<file path="config.mk">
export PLATFORM = sky130hd
export DESIGN_NAME = sadc_interface
export DESIGN_NICKNAME = d
export VERILOG_FILES = /design/src/logic/sadc_pkg.sv /design/src/logic/sadc_sar_engine.sv /design/src/logic/sadc_interface.sv
export SDC_FILE = /design/constraint.sdc
export NUM_CORES = 1
export LEC_CHECK = 0
export ABC_AREA = 1
export BUFFER_PORTS_ARGS = -buffer_cell sky130_fd_sc_hd__buf_2
export CORE_ASPECT_RATIO = 0.6
export CORE_UTILIZATION = 40
export DETAILED_ROUTE_END_ITERATION = 8
export PLACE_DENSITY = 0.7
export SETUP_SLACK_MARGIN = 0.4
export SKIP_CTS_REPAIR_TIMING = 1
export SLEW_MARGIN = 15
export SYNTH_ARGS = -nofsm -noshare
export SYNTH_HDL_FRONTEND = slang
export SYNTH_SLANG_ARGS = --single-unit
export TNS_END_PERCENT = 20
</file>
<file path="constraint.sdc">
create_clock -name clk -period 14.6 [get_ports clk]
set_input_delay 0.73 -clock clk [delete_from_list [all_inputs] [get_ports clk]]
set_output_delay 0.73 -clock clk [all_outputs]
set_load 0.02 [all_outputs]
</file>
<file path="src/logic/sadc_pkg.sv">
/*
  package for the converter digital interface: register map, field
  positions, reset values, mode codes and the carrier structs.
  assumes nothing beyond a SystemVerilog compiler.
*/
package sadc_pkg;

  // ----------------------------------------------------------------
  // register byte addresses
  // ----------------------------------------------------------------
  localparam logic [31:0] ADDR_CONTROL = 32'hffff0500;
  localparam logic [31:0] ADDR_POS_SEL = 32'hffff0504;
  localparam logic [31:0] ADDR_NEG_SEL = 32'hffff0508;
  localparam logic [31:0] ADDR_STATUS = 32'hffff050c;
  localparam logic [31:0] ADDR_RESULT = 32'hffff0510;
  localparam logic [31:0] ADDR_SOFT_RST = 32'hffff0514;
  localparam logic [31:0] ADDR_GAIN = 32'hffff0530;
  localparam logic [31:0] ADDR_OFFSET = 32'hffff0534;

  // ----------------------------------------------------------------
  // reset values and trim layout
  // ----------------------------------------------------------------
  localparam logic [7:0] RST_CONTROL = 8'h00;
  localparam logic [4:0] RST_SEL = 5'h00;
  localparam logic [9:0] RST_TRIM = 10'h200;
  localparam logic [31:0] RST_RESULT = 32'h00000000;
  localparam int TRIM_W = 10;
  localparam int CODE_W = 12;
  localparam int RES_LSB = 16;
  localparam int RES_MSB = 27;
  localparam int READY_BIT = 0;
  localparam int SEL_W = 5;

  // ----------------------------------------------------------------
  // control register fields
  // ----------------------------------------------------------------
  localparam int CTL_BUSY_EN = 0;
  localparam int CTL_MODE_LSB = 1;
  localparam int CTL_START_LSB = 3;
  localparam logic [1:0] MODE_SINGLE = 2'h0;
  localparam logic [1:0] MODE_DIFF = 2'h1;
  localparam logic [1:0] MODE_PSEUDO = 2'h2;
  localparam logic [2:0] START_NONE = 3'h0;
  localparam logic [2:0] START_ONCE = 3'h1;
  localparam logic [2:0] START_CONT = 3'h2;
  localparam logic [2:0] START_PIN = 3'h3;
  localparam logic [2:0] START_LOGIC = 3'h4;
  localparam logic [2:0] START_TMR_A = 3'h5;
  localparam logic [2:0] START_TMR_B = 3'h6;

  // ----------------------------------------------------------------
  // mux codes and timing
  // ----------------------------------------------------------------
  localparam logic [4:0] SEL_TEMP = 5'h10;
  localparam logic [4:0] SEL_INT_REF = 5'h10;
  localparam int ACQ_CYCLES = 8;

  // peripheral bus request
  typedef struct packed {
    logic sel;
    logic en;
    logic wr;
    logic [31:0] addr;
    logic [31:0] wdata;
  } sadc_bus_type;

  // face toward the analog front end
  typedef struct packed {
    logic track;
    logic tempSel;
    logic [4:0] posSel;
    logic [4:0] negSel;
    logic [1:0] mode;
    logic [11:0] dacCode;
  } sadc_afe_type;

endpackage

</file>
<file path="src/logic/sadc_sar_engine.sv">
/*
  successive approximation sequencer: acquisition, then bit trials
  from the msb down against the comparator.
  assumes comp is synchronous and settles within one clock.
*/
`timescale 1ns/1ps
`default_nettype none
module sadc_sar_engine #(
  parameter int ACQ = sadc_pkg::ACQ_CYCLES,
  parameter int W = sadc_pkg::CODE_W
) (
  // clock and reset
  input wire logic clk,
  input wire logic arst_n,
  input wire logic ce,
  input wire logic clr,
  // control
  input wire logic start,
  input wire logic comp,
  // status and data
  output logic busy,
  output logic track,
  output logic done,
  output logic [W-1:0] trial,
  output logic [W-1:0] code
);

  typedef enum logic [3:0] {
    S_IDLE = 4'b0001,
    S_ACQ = 4'b0010,
    S_CONV = 4'b0100,
    S_DONE = 4'b1000
  } sadc_state_type;

  sadc_state_type state_r;
  logic [7:0] acq_r;
  logic [W-1:0] bit_r;
  logic [W-1:0] sar_r;

  // ----------------------------------------------------------------
  // sequencer
  // ----------------------------------------------------------------
  always_ff @(posedge clk or negedge arst_n) begin
    if (!arst_n) begin
      state_r <= S_IDLE;
      acq_r <= 8'h00;
      bit_r <= '0;
      sar_r <= '0;
      code <= '0;
    end else if (ce) begin
      if (clr) begin
        state_r <= S_IDLE;
        sar_r <= '0;
        code <= '0;
      end else begin
        unique case (state_r)
          S_IDLE: begin
            if (start) begin
              state_r <= S_ACQ;
              acq_r <= 8'(ACQ - 1);
            end
          end
          S_ACQ: begin
            if (acq_r == 8'h00) begin
              // inputs released, trials begin
              state_r <= S_CONV;
              bit_r <= {1'b1, {(W-1){1'b0}}};
              sar_r <= '0;
            end else begin
              acq_r <= acq_r - 8'h01;
            end
          end
          S_CONV: begin
            if (comp) begin
              sar_r <= sar_r | bit_r; // keep bit
            end
            bit_r <= bit_r >> 1;
            if (bit_r[0]) begin
              state_r <= S_DONE;
              code <= comp ? (sar_r | bit_r) : sar_r;
            end
          end
          S_DONE: state_r <= S_IDLE;
        endcase
      end
    end
  end

  // trial code, tracking and busy
  assign trial = sar_r | bit_r;
  assign track = (state_r == S_IDLE) || (state_r == S_ACQ);
  assign busy = (state_r == S_ACQ) || (state_r == S_CONV);
  assign done = ce && (state_r == S_DONE);

endmodule
`default_nettype wire

</file>
<file path="src/logic/sadc_interface.sv">
/*
  digital interface of the 12-bit converter: register file on the
  two-cycle peripheral bus, start sources, trim correction, result
  coding, ready flag, busy output and soft reset.
  assumes all inputs are synchronous to clk; start pulses are one
  cycle wide, the start pin is a level sampled for rising edges.
*/
// Functional notes
// - temperature sensor selectable as extra mux input
// - single/pseudo mode results straight binary
// - differential mode results twos complement
// - differential result stored shifted right one
// - negative select: inputs, dacs, internal reference
// - end of conversion sets ready, raises interrupt
// - reading result clears ready flag
// - busy high throughout every conversion
// - busy on port0_bit5 only when enabled
// - result register read-only, twelve bits, resets zero
// - any soft reset write restores all defaults
// - gain trim ten bits, default 0x200
// - offset trim ten bits, default 0x200
// - trims reset to factory coefficients
// - sampled inputs disconnected, then successive approximation
// - offset correction quarter lsb steps, 3.125 percent
// - gain correction quarter lsb steps, 3.125 percent
// - start by software, pin, logic, timers
// - register access takes two bus cycles
`timescale 1ns/1ps
`default_nettype none
module sadc_interface #(
  parameter int ACQ = sadc_pkg::ACQ_CYCLES,
  parameter logic [9:0] GAIN_DEFAULT = sadc_pkg::RST_TRIM,
  parameter logic [9:0] OFFSET_DEFAULT = sadc_pkg::RST_TRIM
) (
  // clock and reset
  input wire logic clk,
  input wire logic arst_n,
  input wire logic ce,
  // peripheral register bus
  input wire sadc_pkg::sadc_bus_type bus,
  output logic [31:0] busRdata,
  output logic busReady,
  // start sources
  input wire logic extConvertTrigger,
  input wire logic logicArrayStart,
  input wire logic timerAOverflow,
  input wire logic timerBOverflow,
  // analog front end
  input wire logic comp,
  output sadc_pkg::sadc_afe_type afe,
  // status outputs
  output logic convIrq,
  output logic convBusy,
  output logic port0Bit5,
  output logic port0Bit5Oe
);

  // ----------------------------------------------------------------
  // bus decode
  // ----------------------------------------------------------------
  logic access;
  logic wrAcc;
  logic rdAcc;
  logic softClr;
  logic hitResult;

  // second cycle of a bus transfer is the access phase
  assign access = ce && bus.sel && bus.en;
  assign wrAcc = access && bus.wr;
  assign rdAcc = access && !bus.wr;
  assign busReady = bus.sel && bus.en;
  assign hitResult = bus.addr == sadc_pkg::ADDR_RESULT;
  assign softClr = wrAcc && (bus.addr == sadc_pkg::ADDR_SOFT_RST);

  // ----------------------------------------------------------------
  // software registers
  // ----------------------------------------------------------------
  logic [7:0] control_r;
  logic [4:0] posSel_r;
  logic [4:0] negSel_r;
  logic [9:0] gain_r;
  logic [9:0] offset_r;
  logic onceReq_r;

  // control and mux selects
  always_ff @(posedge clk or negedge arst_n) begin
    if (!arst_n) begin
      control_r <= sadc_pkg::RST_CONTROL;
      posSel_r <= sadc_pkg::RST_SEL;
      negSel_r <= sadc_pkg::RST_SEL;
    end else if (ce) begin
      if (softClr) begin
        control_r <= sadc_pkg::RST_CONTROL;
        posSel_r <= sadc_pkg::RST_SEL;
        negSel_r <= sadc_pkg::RST_SEL;
      end else if (wrAcc) begin
        if (bus.addr == sadc_pkg::ADDR_CONTROL) begin
          control_r <= bus.wdata[7:0];
        end
        if (bus.addr == sadc_pkg::ADDR_POS_SEL) begin
          posSel_r <= bus.wdata[4:0]; // temp sensor code accepted
        end
        if (bus.addr == sadc_pkg::ADDR_NEG_SEL) begin
          negSel_r <= bus.wdata[4:0]; // bits 7:5 dropped
        end
      end
    end
  end

  // trim registers, factory defaults after any reset
  always_ff @(posedge clk or negedge arst_n) begin
    if (!arst_n) begin
      gain_r <= GAIN_DEFAULT;
      offset_r <= OFFSET_DEFAULT;
    end else if (ce) begin
      if (softClr) begin
        gain_r <= GAIN_DEFAULT;
        offset_r <= OFFSET_DEFAULT;
      end else if (wrAcc) begin
        if (bus.addr == sadc_pkg::ADDR_GAIN) begin
          gain_r <= bus.wdata[9:0];
        end
        if (bus.addr == sadc_pkg::ADDR_OFFSET) begin
          offset_r <= bus.wdata[9:0];
        end
      end
    end
  end

  // ----------------------------------------------------------------
  // start sources
  // ----------------------------------------------------------------
  logic [2:0] startSrc;
  logic [1:0] mode;
  logic busyEn;
  logic pinLast_r;
  logic pinRise;
  logic engBusy;
  logic engDone;
  logic startReq;
  logic ctlWrite;

  assign startSrc = control_r[sadc_pkg::CTL_START_LSB +: 3];
  assign mode = control_r[sadc_pkg::CTL_MODE_LSB +: 2];
  assign busyEn = control_r[sadc_pkg::CTL_BUSY_EN];
  assign pinRise = extConvertTrigger && !pinLast_r;
  assign ctlWrite = wrAcc && (bus.addr == sadc_pkg::ADDR_CONTROL);

  // start pin edge detect
  always_ff @(posedge clk or negedge arst_n) begin
    if (!arst_n) begin
      pinLast_r <= 1'b0;
    end else if (ce) begin
      pinLast_r <= extConvertTrigger;
    end
  end

  // single software conversion armed by a control write
  always_ff @(posedge clk or negedge arst_n) begin
    if (!arst_n) begin
      onceReq_r <= 1'b0;
    end else if (ce) begin
      if (softClr) begin
        onceReq_r <= 1'b0;
      end else if (ctlWrite) begin
        onceReq_r <= bus.wdata[sadc_pkg::CTL_START_LSB +: 3] == sadc_pkg::START_ONCE;
      end else if (!engBusy) begin
        onceReq_r <= 1'b0;
      end
    end
  end

  // start selection
  always_comb begin
    startReq = 1'b0;
    unique case (startSrc)
      sadc_pkg::START_ONCE: startReq = onceReq_r;
      sadc_pkg::START_CONT: startReq = 1'b1;
      sadc_pkg::START_PIN: startReq = pinRise;
      sadc_pkg::START_LOGIC: startReq = logicArrayStart;
      sadc_pkg::START_TMR_A: startReq = timerAOverflow;
      sadc_pkg::START_TMR_B: startReq = timerBOverflow;
      default: startReq = 1'b0;
    endcase
  end

  // ----------------------------------------------------------------
  // conversion engine
  // ----------------------------------------------------------------
  logic engTrack;
  logic [11:0] engTrial;
  logic [11:0] engCode;

  sadc_sar_engine #(
    .ACQ(ACQ),
    .W(sadc_pkg::CODE_W)
  ) u_engine (
    .clk(clk),
    .arst_n(arst_n),
    .ce(ce),
    .clr(softClr),
    .start(startReq && !softClr),
    .comp(comp),
    .busy(engBusy),
    .track(engTrack),
    .done(engDone),
    .trial(engTrial),
    .code(engCode)
  );

  // front end drive, temperature sensor on positive code
  always_comb begin
    afe.track = engTrack;
    afe.tempSel = posSel_r == sadc_pkg::SEL_TEMP;
    afe.posSel = posSel_r;
    afe.negSel = negSel_r;
    afe.mode = mode;
    afe.dacCode = engTrial;
  end

  // ----------------------------------------------------------------
  // trim correction, working in quarter lsb
  // ----------------------------------------------------------------
  function automatic logic [11:0] trimCorrect(
    input logic [11:0] raw,
    input logic [9:0] gain,
    input logic [9:0] offs
  );
    logic signed [11:0] gd;
    logic signed [11:0] od;
    logic signed [25:0] prod;
    logic signed [19:0] q;
    gd = $signed({2'b00, gain}) - 12'sd512;
    od = $signed({2'b00, offs}) - 12'sd512;
    prod = $signed({1'b0, raw}) * gd;
    // gain term: full scale moves by one quarter lsb per step
    q = $signed({6'b0, raw, 2'b00}) + 20'(prod >>> 12) + 20'(od) + 20'sd2;
    q = q >>> 2;
    if (q < 20'sd0) begin
      trimCorrect = 12'h000;
    end else if (q > 20'sd4095) begin
      trimCorrect = 12'hfff;
    end else begin
      trimCorrect = q[11:0];
    end
  endfunction

  // result coding per input mode
  logic [11:0] corrected;
  logic [11:0] twos;
  logic [31:0] resultWord;

  assign corrected = trimCorrect(engCode, gain_r, offset_r);
  assign twos = corrected ^ 12'h800;

  always_comb begin
    resultWord = sadc_pkg::RST_RESULT;
    if (mode == sadc_pkg::MODE_DIFF) begin
      // signed value shifted right one, sign filled above
      resultWord[sadc_pkg::RES_MSB:sadc_pkg::RES_LSB] = {twos[11], twos[11:1]};
      resultWord[31:28] = {4{twos[11]}};
    end else begin
      resultWord[sadc_pkg::RES_MSB:sadc_pkg::RES_LSB] = corrected;
    end
  end

  // ----------------------------------------------------------------
  // result register and ready flag
  // ----------------------------------------------------------------
  logic [31:0] result_r;
  logic ready_r;
  logic doneSeen;

  // engine done rises on the same edge that loads engine code, so code is final
  assign doneSeen = engDone && !softClr;

  // result capture, read-only to software
  always_ff @(posedge clk or negedge arst_n) begin
    if (!arst_n) begin
      result_r <= sadc_pkg::RST_RESULT;
    end else if (ce) begin
      if (softClr) begin
        result_r <= sadc_pkg::RST_RESULT;
      end else if (doneSeen) begin
        result_r <= resultWord;
      end
    end
  end

  // ready flag: set on done, cleared by result read, set wins
  always_ff @(posedge clk or negedge arst_n) begin
    if (!arst_n) begin
      ready_r <= 1'b0;
    end else if (ce) begin
      if (softClr) begin
        ready_r <= 1'b0;
      end else if (doneSeen) begin
        ready_r <= 1'b1;
      end else if (rdAcc && hitResult) begin
        ready_r <= 1'b0;
      end
    end
  end

  assign convIrq = ready_r;

  // ----------------------------------------------------------------
  // busy outputs
  // ----------------------------------------------------------------
  assign convBusy = engBusy;
  assign port0Bit5 = busyEn && engBusy;
  assign port0Bit5Oe = busyEn;

  // ----------------------------------------------------------------
  // read data, loaded in the setup cycle
  // ----------------------------------------------------------------
  logic [31:0] rdNxt;

  always_comb begin
    rdNxt = 32'h00000000;
    unique case (bus.addr)
      sadc_pkg::ADDR_CONTROL: rdNxt[7:0] = control_r;
      sadc_pkg::ADDR_POS_SEL: rdNxt[4:0] = posSel_r;
      sadc_pkg::ADDR_NEG_SEL: rdNxt[4:0] = negSel_r;
      sadc_pkg::ADDR_STATUS: rdNxt[sadc_pkg::READY_BIT] = ready_r;
      sadc_pkg::ADDR_RESULT: rdNxt = result_r;
      sadc_pkg::ADDR_GAIN: rdNxt[9:0] = gain_r;
      sadc_pkg::ADDR_OFFSET: rdNxt[9:0] = offset_r;
      default: rdNxt = 32'h00000000;
    endcase
  end

  // read data register
  always_ff @(posedge clk or negedge arst_n) begin
    if (!arst_n) begin
      busRdata <= 32'h00000000;
    end else if (ce) begin
      if (bus.sel && !bus.en && !bus.wr) begin
        busRdata <= rdNxt;
      end
    end
  end

endmodule
`default_nettype wire

</file>
### Word-level counts from Yosys, hierarchy flattened

Index checks and enable logic that the tools add are counted.
W data, S select, Z words.

* bits in registers: 153
* bits in latches: 0
* memory bits (writable): 0
* ROM bits: 0
* output and inout bits: 63
* memories kept: 0

* add/subtract/negate cells: 6
* $mul: 1
* div/mod/pow operators: 0
* $lt $le $gt $ge: 2
* eq/ne operators: 28
* shifts and indexed selects: 0
* muxes and demuxes: 50
* bitwise gates (word level): 3
* reduce and logical (&&, ||, !) cells: 49

Operators with widths (count)
* $eq A32 B32 Y1 const B: 8
* $mux W12: 10
* $mux W32: 2
* $mux W10: 6
* $pmux W12 S2: 2
* $mux W8: 5
* $mux W5: 6
* $mul A13 B11 Y24: 1
* $pmux W4 S6: 1
* $mux W22: 1
* $reduce_bool A2 Y1: 11
* $sub A10 B10 Y11 const B: 2
* $reduce_and A3 Y1: 7
* $mux W4: 5
* $add A17 B3 Y18 const B: 1
* $add A16 B11 Y17: 1
* $add A15 B12 Y16: 1
* $gt A16 B13 Y1 const B: 1
* $lt A16 B1 Y1 const B: 1
* $pmux W4 S4: 1
* $pmux W8 S2: 1
* $logic_and A1 B1 Y1: 15
* $ne A3 B2 Y1 const B: 4
* $or A12 B12 Y12: 1
* 25 further kinds: 45

### Logic depth before layout (Yosys ltp)

Gate-level depths: netlist (run 1).

* word-level depth: 12
* mapped depth: 51
* mapped depth without buffers: 49

### By module

A second synthesis (run 1) with hierarchy kept.

* cells, all modules: 1551
* area, all modules: 12127.9 sq um

By module, submodules not included
* sadc_interface: instances 1, cells each 1221, area each 9502.9 sq um
* sadc_sar_engine: instances 1, cells each 330, area each 2625.0 sq um

### Worst setup path before layout (run 1)

OpenSTA, ideal clock, no wires.

* kind: register to register
* start point: reg gain_r[9]
* end point: reg result_r[27]
* setup time: 0.083 ns
* arrival time: 7.901 ns
* data required time: 14.517 ns
* slack: 6.617 ns
* stages on the path, launching flop included: 43
* path buffers: 3
* path through: dfstp_2 > clkbuf_1 > clkbuf_1 > nor2_1 > fa_1 > fa_1 > fa_1 > fa_1 > inv_1 > fa_1 > inv_1 > ha_1 > a21oi_1 > o21a_1 > nand2_1 > nand2_1 > nand2_1 > nand2_1 > (+7 left out) > nand2_1 > xor2_1 > fa_1 > inv_1 > ha_1 > nand2_1 > inv_1 > nor3_1 > nand2_1 > a21boi_2 > o21ai_1 > nand2_1 > a21oi_2 > or2_2 > buf_4 > nand2_1 > ha_1 > o21ai_0

* word-level cells in the longest chain between the ends: 12
* elaborated cells between the ends (all ways): 13
* those cells by class: 4 x add/sub; 1 x mul; 2 x order compare; 5 x mux; 1 x bitwise

RTL lines
* from (decl): line sadc_interface.sv:81 `logic [9:0] gain_r;`
* from (signal assigned): line sadc_interface.sv:121 `gain_r <= bus.wdata[9:0];`
* $sub A10 B10 Y11 *: line sadc_interface.sv:233 `gd = $signed({2'b00, gain}) - 12'sd512;`
* $mul A13 B11 Y24 *: line sadc_interface.sv:235 `prod = $signed({1'b0, raw}) * gd;`
* $add A15 B12 Y16 *: line sadc_interface.sv:237 `q = $signed({6'b0, raw, 2'b00}) + 20'(prod >>> 12) + 20'(od) + 20'sd2;`
* $add A16 B11 Y17 *: line sadc_interface.sv:237
* $add A17 B3 Y18 *: line sadc_interface.sv:237
* $gt A16 B13 Y1: line sadc_interface.sv:241 `end else if (q > 20'sd4095) begin`
* $mux W12: line sadc_interface.sv:241
* $mux W12 *: line sadc_interface.sv:239 `if (q < 20'sd0) begin`
* $not A1 Y1 (no line)
* $mux W12 *: line sadc_interface.sv:258 `if (mode == sadc_pkg::MODE_DIFF) begin`
* $mux W32 *: line sadc_interface.sv:284 `end else if (doneSeen) begin`
* $mux W32 *: line sadc_interface.sv:282 `if (softClr) begin`
* to (signal assigned): line sadc_interface.sv:280 `result_r <= sadc_pkg::RST_RESULT;`
* to (signal assigned): line sadc_interface.sv:283 `result_r <= sadc_pkg::RST_RESULT;`
* to (signal assigned): line sadc_interface.sv:285 `result_r <= resultWord;`
* to (decl): line sadc_interface.sv:270 `logic [31:0] result_r;`

Mark *: on every way between the ends. The rest lies on a longest branch, timed or not. The select of a mux whose other input is x is not followed.
A chain may end at the register's enable or synchronous reset.

### Worst setup path after layout (run 1)

Ends and elaborated chain as after synthesis.

==> results of run 1 <==
## layout make-up
type	count	area share, %
multi-input combinational	981	53.48
clock inverter	10	1.070
timing repair buffer	113	4.493
clock buffer	22	3.764
sequential	125	24.34
tap	367	3.569
inverter	318	9.278
## cell usage in the layout (no fill, tap or decap), drive strengths merged, types with 19 or more instances in the layout
master	n
a21oi	31
clkbuf	22
nand2	382
buf	113
o21ai	127
nand3	72
o22ai	19
ha	90
nor3	22
inv	315
nor2	59
fa	102
dfrtp	122
## state kept, by name (all words and copies together), names as in the netlist
signal,cells
busRdata,23
control_r,8
convIrq,1
gain_r,10
negSel_r,5
offset_r,10
onceReq_r,1
pinLast_r,1
posSel_r,5
result_r,13
u_engine.acq_r,8
u_engine.bit_r,12
u_engine.code,12
u_engine.sar_r,12
u_engine.state_r,4
## routing by layer
layer | share of wire (%) | track usage [%] | vias up
met5 | 0 | 0 | -
met2 | 42 | 32.12 | 369
met4 | 1.6 | 5.898 | 0
met3 | 7.7 | 4.954 | 39
met1 | 48 | 32.72 | 4786
li1 | - | - | 4709
## kinds of logic after synthesis
logic type / count (synthesis)
flip-flops: 125
other: 1
AO/OA/AOI/OAI: 200
buffers and inverters: 383
XOR/XNOR: 26
AND/OR/NAND/NOR: 557
adder cells (fa/ha/maj): 192
## per-stage QoR
step | util, % | setup WS [ps]
after floorplan | - | 6617
after global placement | 43.91 | 5875
after detailed placement | 43.91 | 5768
after CTS | 46.14 | 5637
after global routing | 46.15 | 5077
final | 46.15 | 5557
## critical path: cells and delay by family, from the launching register on
kind / cells / cell delay (ps)
flops: 1 / 790
buf+inv: 5 / 540
xor+xnor: 1 / 170
compound gates: 7 / 1130
fa+ha+maj: 9 / 3890
simple gates: 22 / 2390
## worst paths after layout
kind / slack [ps] / cells past startpoint / to
min in group clk: 480 / 2 / busRdata[9]
max reg2reg: 5560 / 44 / result_r[27]
max: 5560 / 44 / result_r[27]
min: 450 / 1 / u_engine.acq_r[7]
max in group asynchronous: 12860 / 2 / busRdata[9]
min reg2reg: 480 / 2 / busRdata[9]
==> results.py, run 1 <==
metrics = {
    "status": {
        "status": "finished, final reports clean",
    },
    "synthesis": {
        "yosysTopAreaCellShare_pct": 26.57,
        "ys_async_sr_fraction_pct": 100.0,
        "synthTopCellsByArea": "dfrtp_1 (27%), fa_1 (18%), nand2_1 (12%), inv_1 (10%), ha_1 (9.8%)",
        "synth_edf_count": 0,
        "ys_seq_elements": 125,
        "synth-simple-area-share_pct": 20.14,
        "syn_area_um2": 11490,
        "ys_types": 50,
        "synth-compound-area-share_pct": 9.911,
        "yosysWarnings": 0,
        "synth_top_family_by_area": "adder cells",
        "synth_top_cell_by_area": "dfrtp_1",
        "synthAdderAreaFrac_pct": 27.58,
        "ys.flop_type": "dfrtp_1",
        "syn_avg_cell_area_um2": 7.742,
        "yosysMostFrequentCell": "nand2_1",
        "syn-instance-count": 1484,
        "synthMuxAreaShare_pct": 0,
        "synthTopCellsByCount": "nand2_1 (380), inv_1 (311), o21ai_0 (124), dfrtp_1 (122), fa_1 (102)",
        "seq_area_frac_synth_pct": 27.26,
        "synth_xor_area_share_pct": 1.982,
    },
    "clock_tree": {
        "clk_pin_slew_ps": 60,
        "cts_buffers": 17,
        "cts-root-buf": "clkbuf_16",
        "clk_path_buf_depth": 2,
        "clkSinkCount": 125,
        "cts_max_level": 4,
        "clock_latency_ps": 420,
        "cts_tree": "built",
    },
    "floorplan": {
        "fp-row-count": 47,
        "initial_core_util_pct": 41.22,
        "die_w_um": 220.8,
        "core-area_um2": 27870,
        "die_area_um2": 29430,
        "io_pins": 138,
        "die_h_um": 133.3,
    },
    "placed_design": {
        "port_buffers": 109,
        "placed_area_um2": 12240,
        "dpl.cell_count": 1904,
        "dpl.hpwl_um": 23530,
        "gp_congestion": 0.9052,
    },
    "setup_path": {
        "cp_slowest_stage_delay_ps": 790,
        "crit_top_cell": "nand2_1",
        "required_ps": 14930,
        "end_kind": "flop",
        "critPathArrivalTime_ps": 9380,
        "crit_type": "reg2reg",
        "r2r-start": "gain_r[9]",
        "cp_slowest_cell": "dfstp_2",
        "startpoint": "gain_r[9]",
        "crit_fanout": 17,
        "start_kind": "flop",
    },
    "sta": {
        "min_period_ps": 9043,
        "hold_violations": 0,
        "slew_headroom_pct": 35.87,
        "setup_violations": 0,
        "clock_skew_ps": 9.874,
        "rsz0062_at_grt": "no",
        "slew_viol_final": 0,
        "tns_ps": 0,
        "whs_ps": 449.8,
        "timing.final.crit_share_pct": 61.94,
        "worstMarginPinSlew_ps": 962.0,
        "fmax_mhz": 110.6,
    },
    "grt": {
        "grt_pass1_wl_um": 50690,
        "grt_max_degree": 74,
        "antenna_found_initial": 0,
        "grt-ovfl-total": 0,
        "grt_use_total_pct": 22.05,
        "grt_pass1_vias": 9928,
    },
    "finish": {
        "final_cell_area_um2": 12860,
        "regArea_um2": 3132,
        "drive_gt1_share_pct": 10.71,
        "area_delta_synth_final_pct": 11.98,
        "diodes": 0,
        "fin_nets": 1823,
        "nFillCells": 2740,
        "multi_input_area_um2": 6880,
        "fin_cells": 1936,
    },
    "routing": {
        "viasPerCell": 5.115,
        "antenna_left": 0,
        "drc": 0,
        "wl_per_cell_um": 15.73,
        "via_count": 9903,
        "routed_wl_um": 30460,
        "dr.pass1.iters": 5,
        "first_iter_violations": 791,
    },
    "worst_hold_path": {
        "hold_class": "in2async",
    },
    "flow_run": {
        "drv_cap": 0,
    },
}
Power of run 1 is not shown: default switching activity piles up to over one toggle a cycle in this logic, so the estimate is an artifact.
==> run 2: changes to the inputs <==
==> constraint.sdc (replaced) <==
create_clock -name clk -period 8.5 [get_ports clk]
set_input_delay 0.425 -clock clk [delete_from_list [all_inputs] [get_ports clk]]
set_output_delay 0.425 -clock clk [all_outputs]
set_load 0.02 [all_outputs]
==> run 2 against run 1 <==
Compared with the run above:
- sequential cell count is the same
- register-to-register slack got worse by 4900 ps
- via count up 3.3%
- largest cell class unchanged
- critical path type unchanged
- worst hold slack lost 420 ps
- clock skew hardly changed
- maximum frequency is 16% higher
- wire length increased by 6.5%
- first-iteration DRC count is 2.8% lower
- global-route usage increased by 0.45 points
==> results.py, run 2 (same netlist as run 1, synthesis figures left out) <==
metrics = {
    "floorplan": {
        "die_h_um": 133.3,
        "fp-row-count": 47,
        "die_w_um": 220.8,
        "io_pins": 138,
        "die_area_um2": 29430,
        "core-area_um2": 27870,
        "initial_core_util_pct": 41.22,
    },
    "sta": {
        "fin_ws_ps": 689.5,
        "hold_violations": 0,
        "fmax_mhz": 128.0,
        "clock_skew_ps": 10.18,
        "tns_ps": 0,
        "slew_headroom_pct": 36.20,
        "min_period_ps": 7810,
        "slew_viol_final": 0,
        "rsz0062_at_grt": "no",
        "setup_violations": 0,
        "worstMarginPinSlew_ps": 951.2,
        "timing.final.crit_share_pct": 91.89,
    },
    "routing": {
        "first_iter_violations": 769,
        "wl_met3_um": 3087,
        "dr.pass1.iters": 8,
        "dr.max_layer_used": "met4",
        "viasPerCell": 5.141,
        "wl_per_cell_um": 16.30,
        "drc": 0,
        "wl_met2_um": 13750,
        "routed_wl_um": 32440,
        "antenna_left": 0,
        "drt-met1-wl_um": 15160,
        "via_count": 10230,
    },
    "finish": {
        "final_cell_mix": "nand2_1 (362), inv_1 (309), o21ai_0 (122)",
        "largest_reg_flops": 23,
        "regMostFlops": "busRdata",
        "drive_gt1_share_pct": 17.01,
        "nFillCells": 2702,
        "reg.largest.list": "busRdata: 23 flops, result_r: 13 flops",
        "utilization_pct": 48.29,
        "diodes": 0,
        "final_common_cell": "nand2_1",
        "area_delta_synth_final_pct": 17.16,
        "fin_nets": 1877,
    },
    "setup_path": {
        "cp_slowest_cell": "dfrtp_4",
        "required_ps": 8820,
        "r2r_setup_slack_ps": 690,
        "cp_slowest_stage_delay_ps": 550,
        "r2r-start": "gain_r[5]",
        "crit_top_cell": "nand2_2",
        "crit_fanout": 7,
        "crit_type": "reg2reg",
        "critPathArrivalTime_ps": 8130,
        "startpoint": "gain_r[5]",
        "reg2reg_to": "result_r[19]",
        "start_kind": "flop",
        "crit_path_end": "result_r[19]",
        "end_kind": "flop",
        "r2r_cells": 47,
    },
    "clock_tree": {
        "cts_buffers": 17,
        "cts_tree": "built",
        "cts-root-buf": "clkbuf_16",
        "clkSinkCount": 125,
        "cts_max_level": 4,
        "clock_latency_ps": 430,
        "clk_pin_slew_ps": 60,
        "clk_path_buf_depth": 2,
    },
    "placed_design": {
        "dpl_worst_slack_ps": 118.2,
        "port_buffers": 109,
        "gp_congestion": 0.9432,
        "dpl.hpwl_um": 24930,
    },
    "grt": {
        "grt_use_total_pct": 22.50,
        "grt_pass1_vias": 9947,
        "antenna_found_initial": 0,
        "grt_max_degree": 76,
        "grt_pass1_wl_um": 51500,
        "grt-ovfl-total": 0,
    },
    "status": {
        "status": "finished, final reports clean",
    },
    "worst_hold_path": {
        "hold_class": "in2async",
    },
    "flow_run": {
        "drv_cap": 0,
    },
}
[run 2: through the flow]
| step | area [um^2] | hold slack [ps] | std cells |
|---|---|---|---|
| 2_1_floorplan | 11510 | 129.4 | 1489 |
| 3_3_place_gp | 12400 | 468.4 | 1926 |
| 3_5_place_dp | 12400 | 467.3 | 1926 |
| 4_1_cts | 12990 | 51.79 | 1958 |
| 5_1_grt | 13460 | 90.23 | 1990 |
| 6_report | 13460 | 25.93 | 1990 |
[run 2: worst min-delay path by stage]
| stage | to | cells after the start | startpoint |
|---|---|---|---|
| after global routing | u_engine.acq_r[3] | 1 | arst_n |
| after CTS | u_engine.acq_r[3] | 1 | arst_n |
| after global placement | busRdata[9] | 2 | busRdata[9] |
| after floorplan | busRdata[0] | 0 | arst_n |
| after detailed placement | result_r[20] | 2 | result_r[20] |
| final | u_engine.acq_r[3] | 1 | arst_n |
[run 2: area by class of cell]
type                            instances  area (um^2)  area share, %
Clock inverter                         14        145.1          1.078
Clock buffer                           18        439.2          3.263
Multi-Input combinational cell        981         7059          52.44
Tap cell                              367        459.2          3.411
Timing Repair Buffer                  167         1015          7.539
Inverter                              318         1194          8.868
Sequential cell                       125         3149          23.40
[run 2: per-layer routing]
layer	track usage, %	up-vias
li1	-	4816
met1	33.84	4938
met2	32.66	435
met3	4.795	41
met4	5.594	0
met5	0	-
[run 2: worst max-delay path, delay by kind of cell (launching register included)]
family | cells | cell delay (ps)
flip-flops | 1 | 550
buffers and inverters | 8 | 460
XOR/XNOR | 1 | 160
AND/OR/NAND/NOR | 26 | 2190
AO/OA/AOI/OAI | 4 | 700
adder cells (fa/ha/maj) | 8 | 3590
Power of run 2 is left out for the same reason.
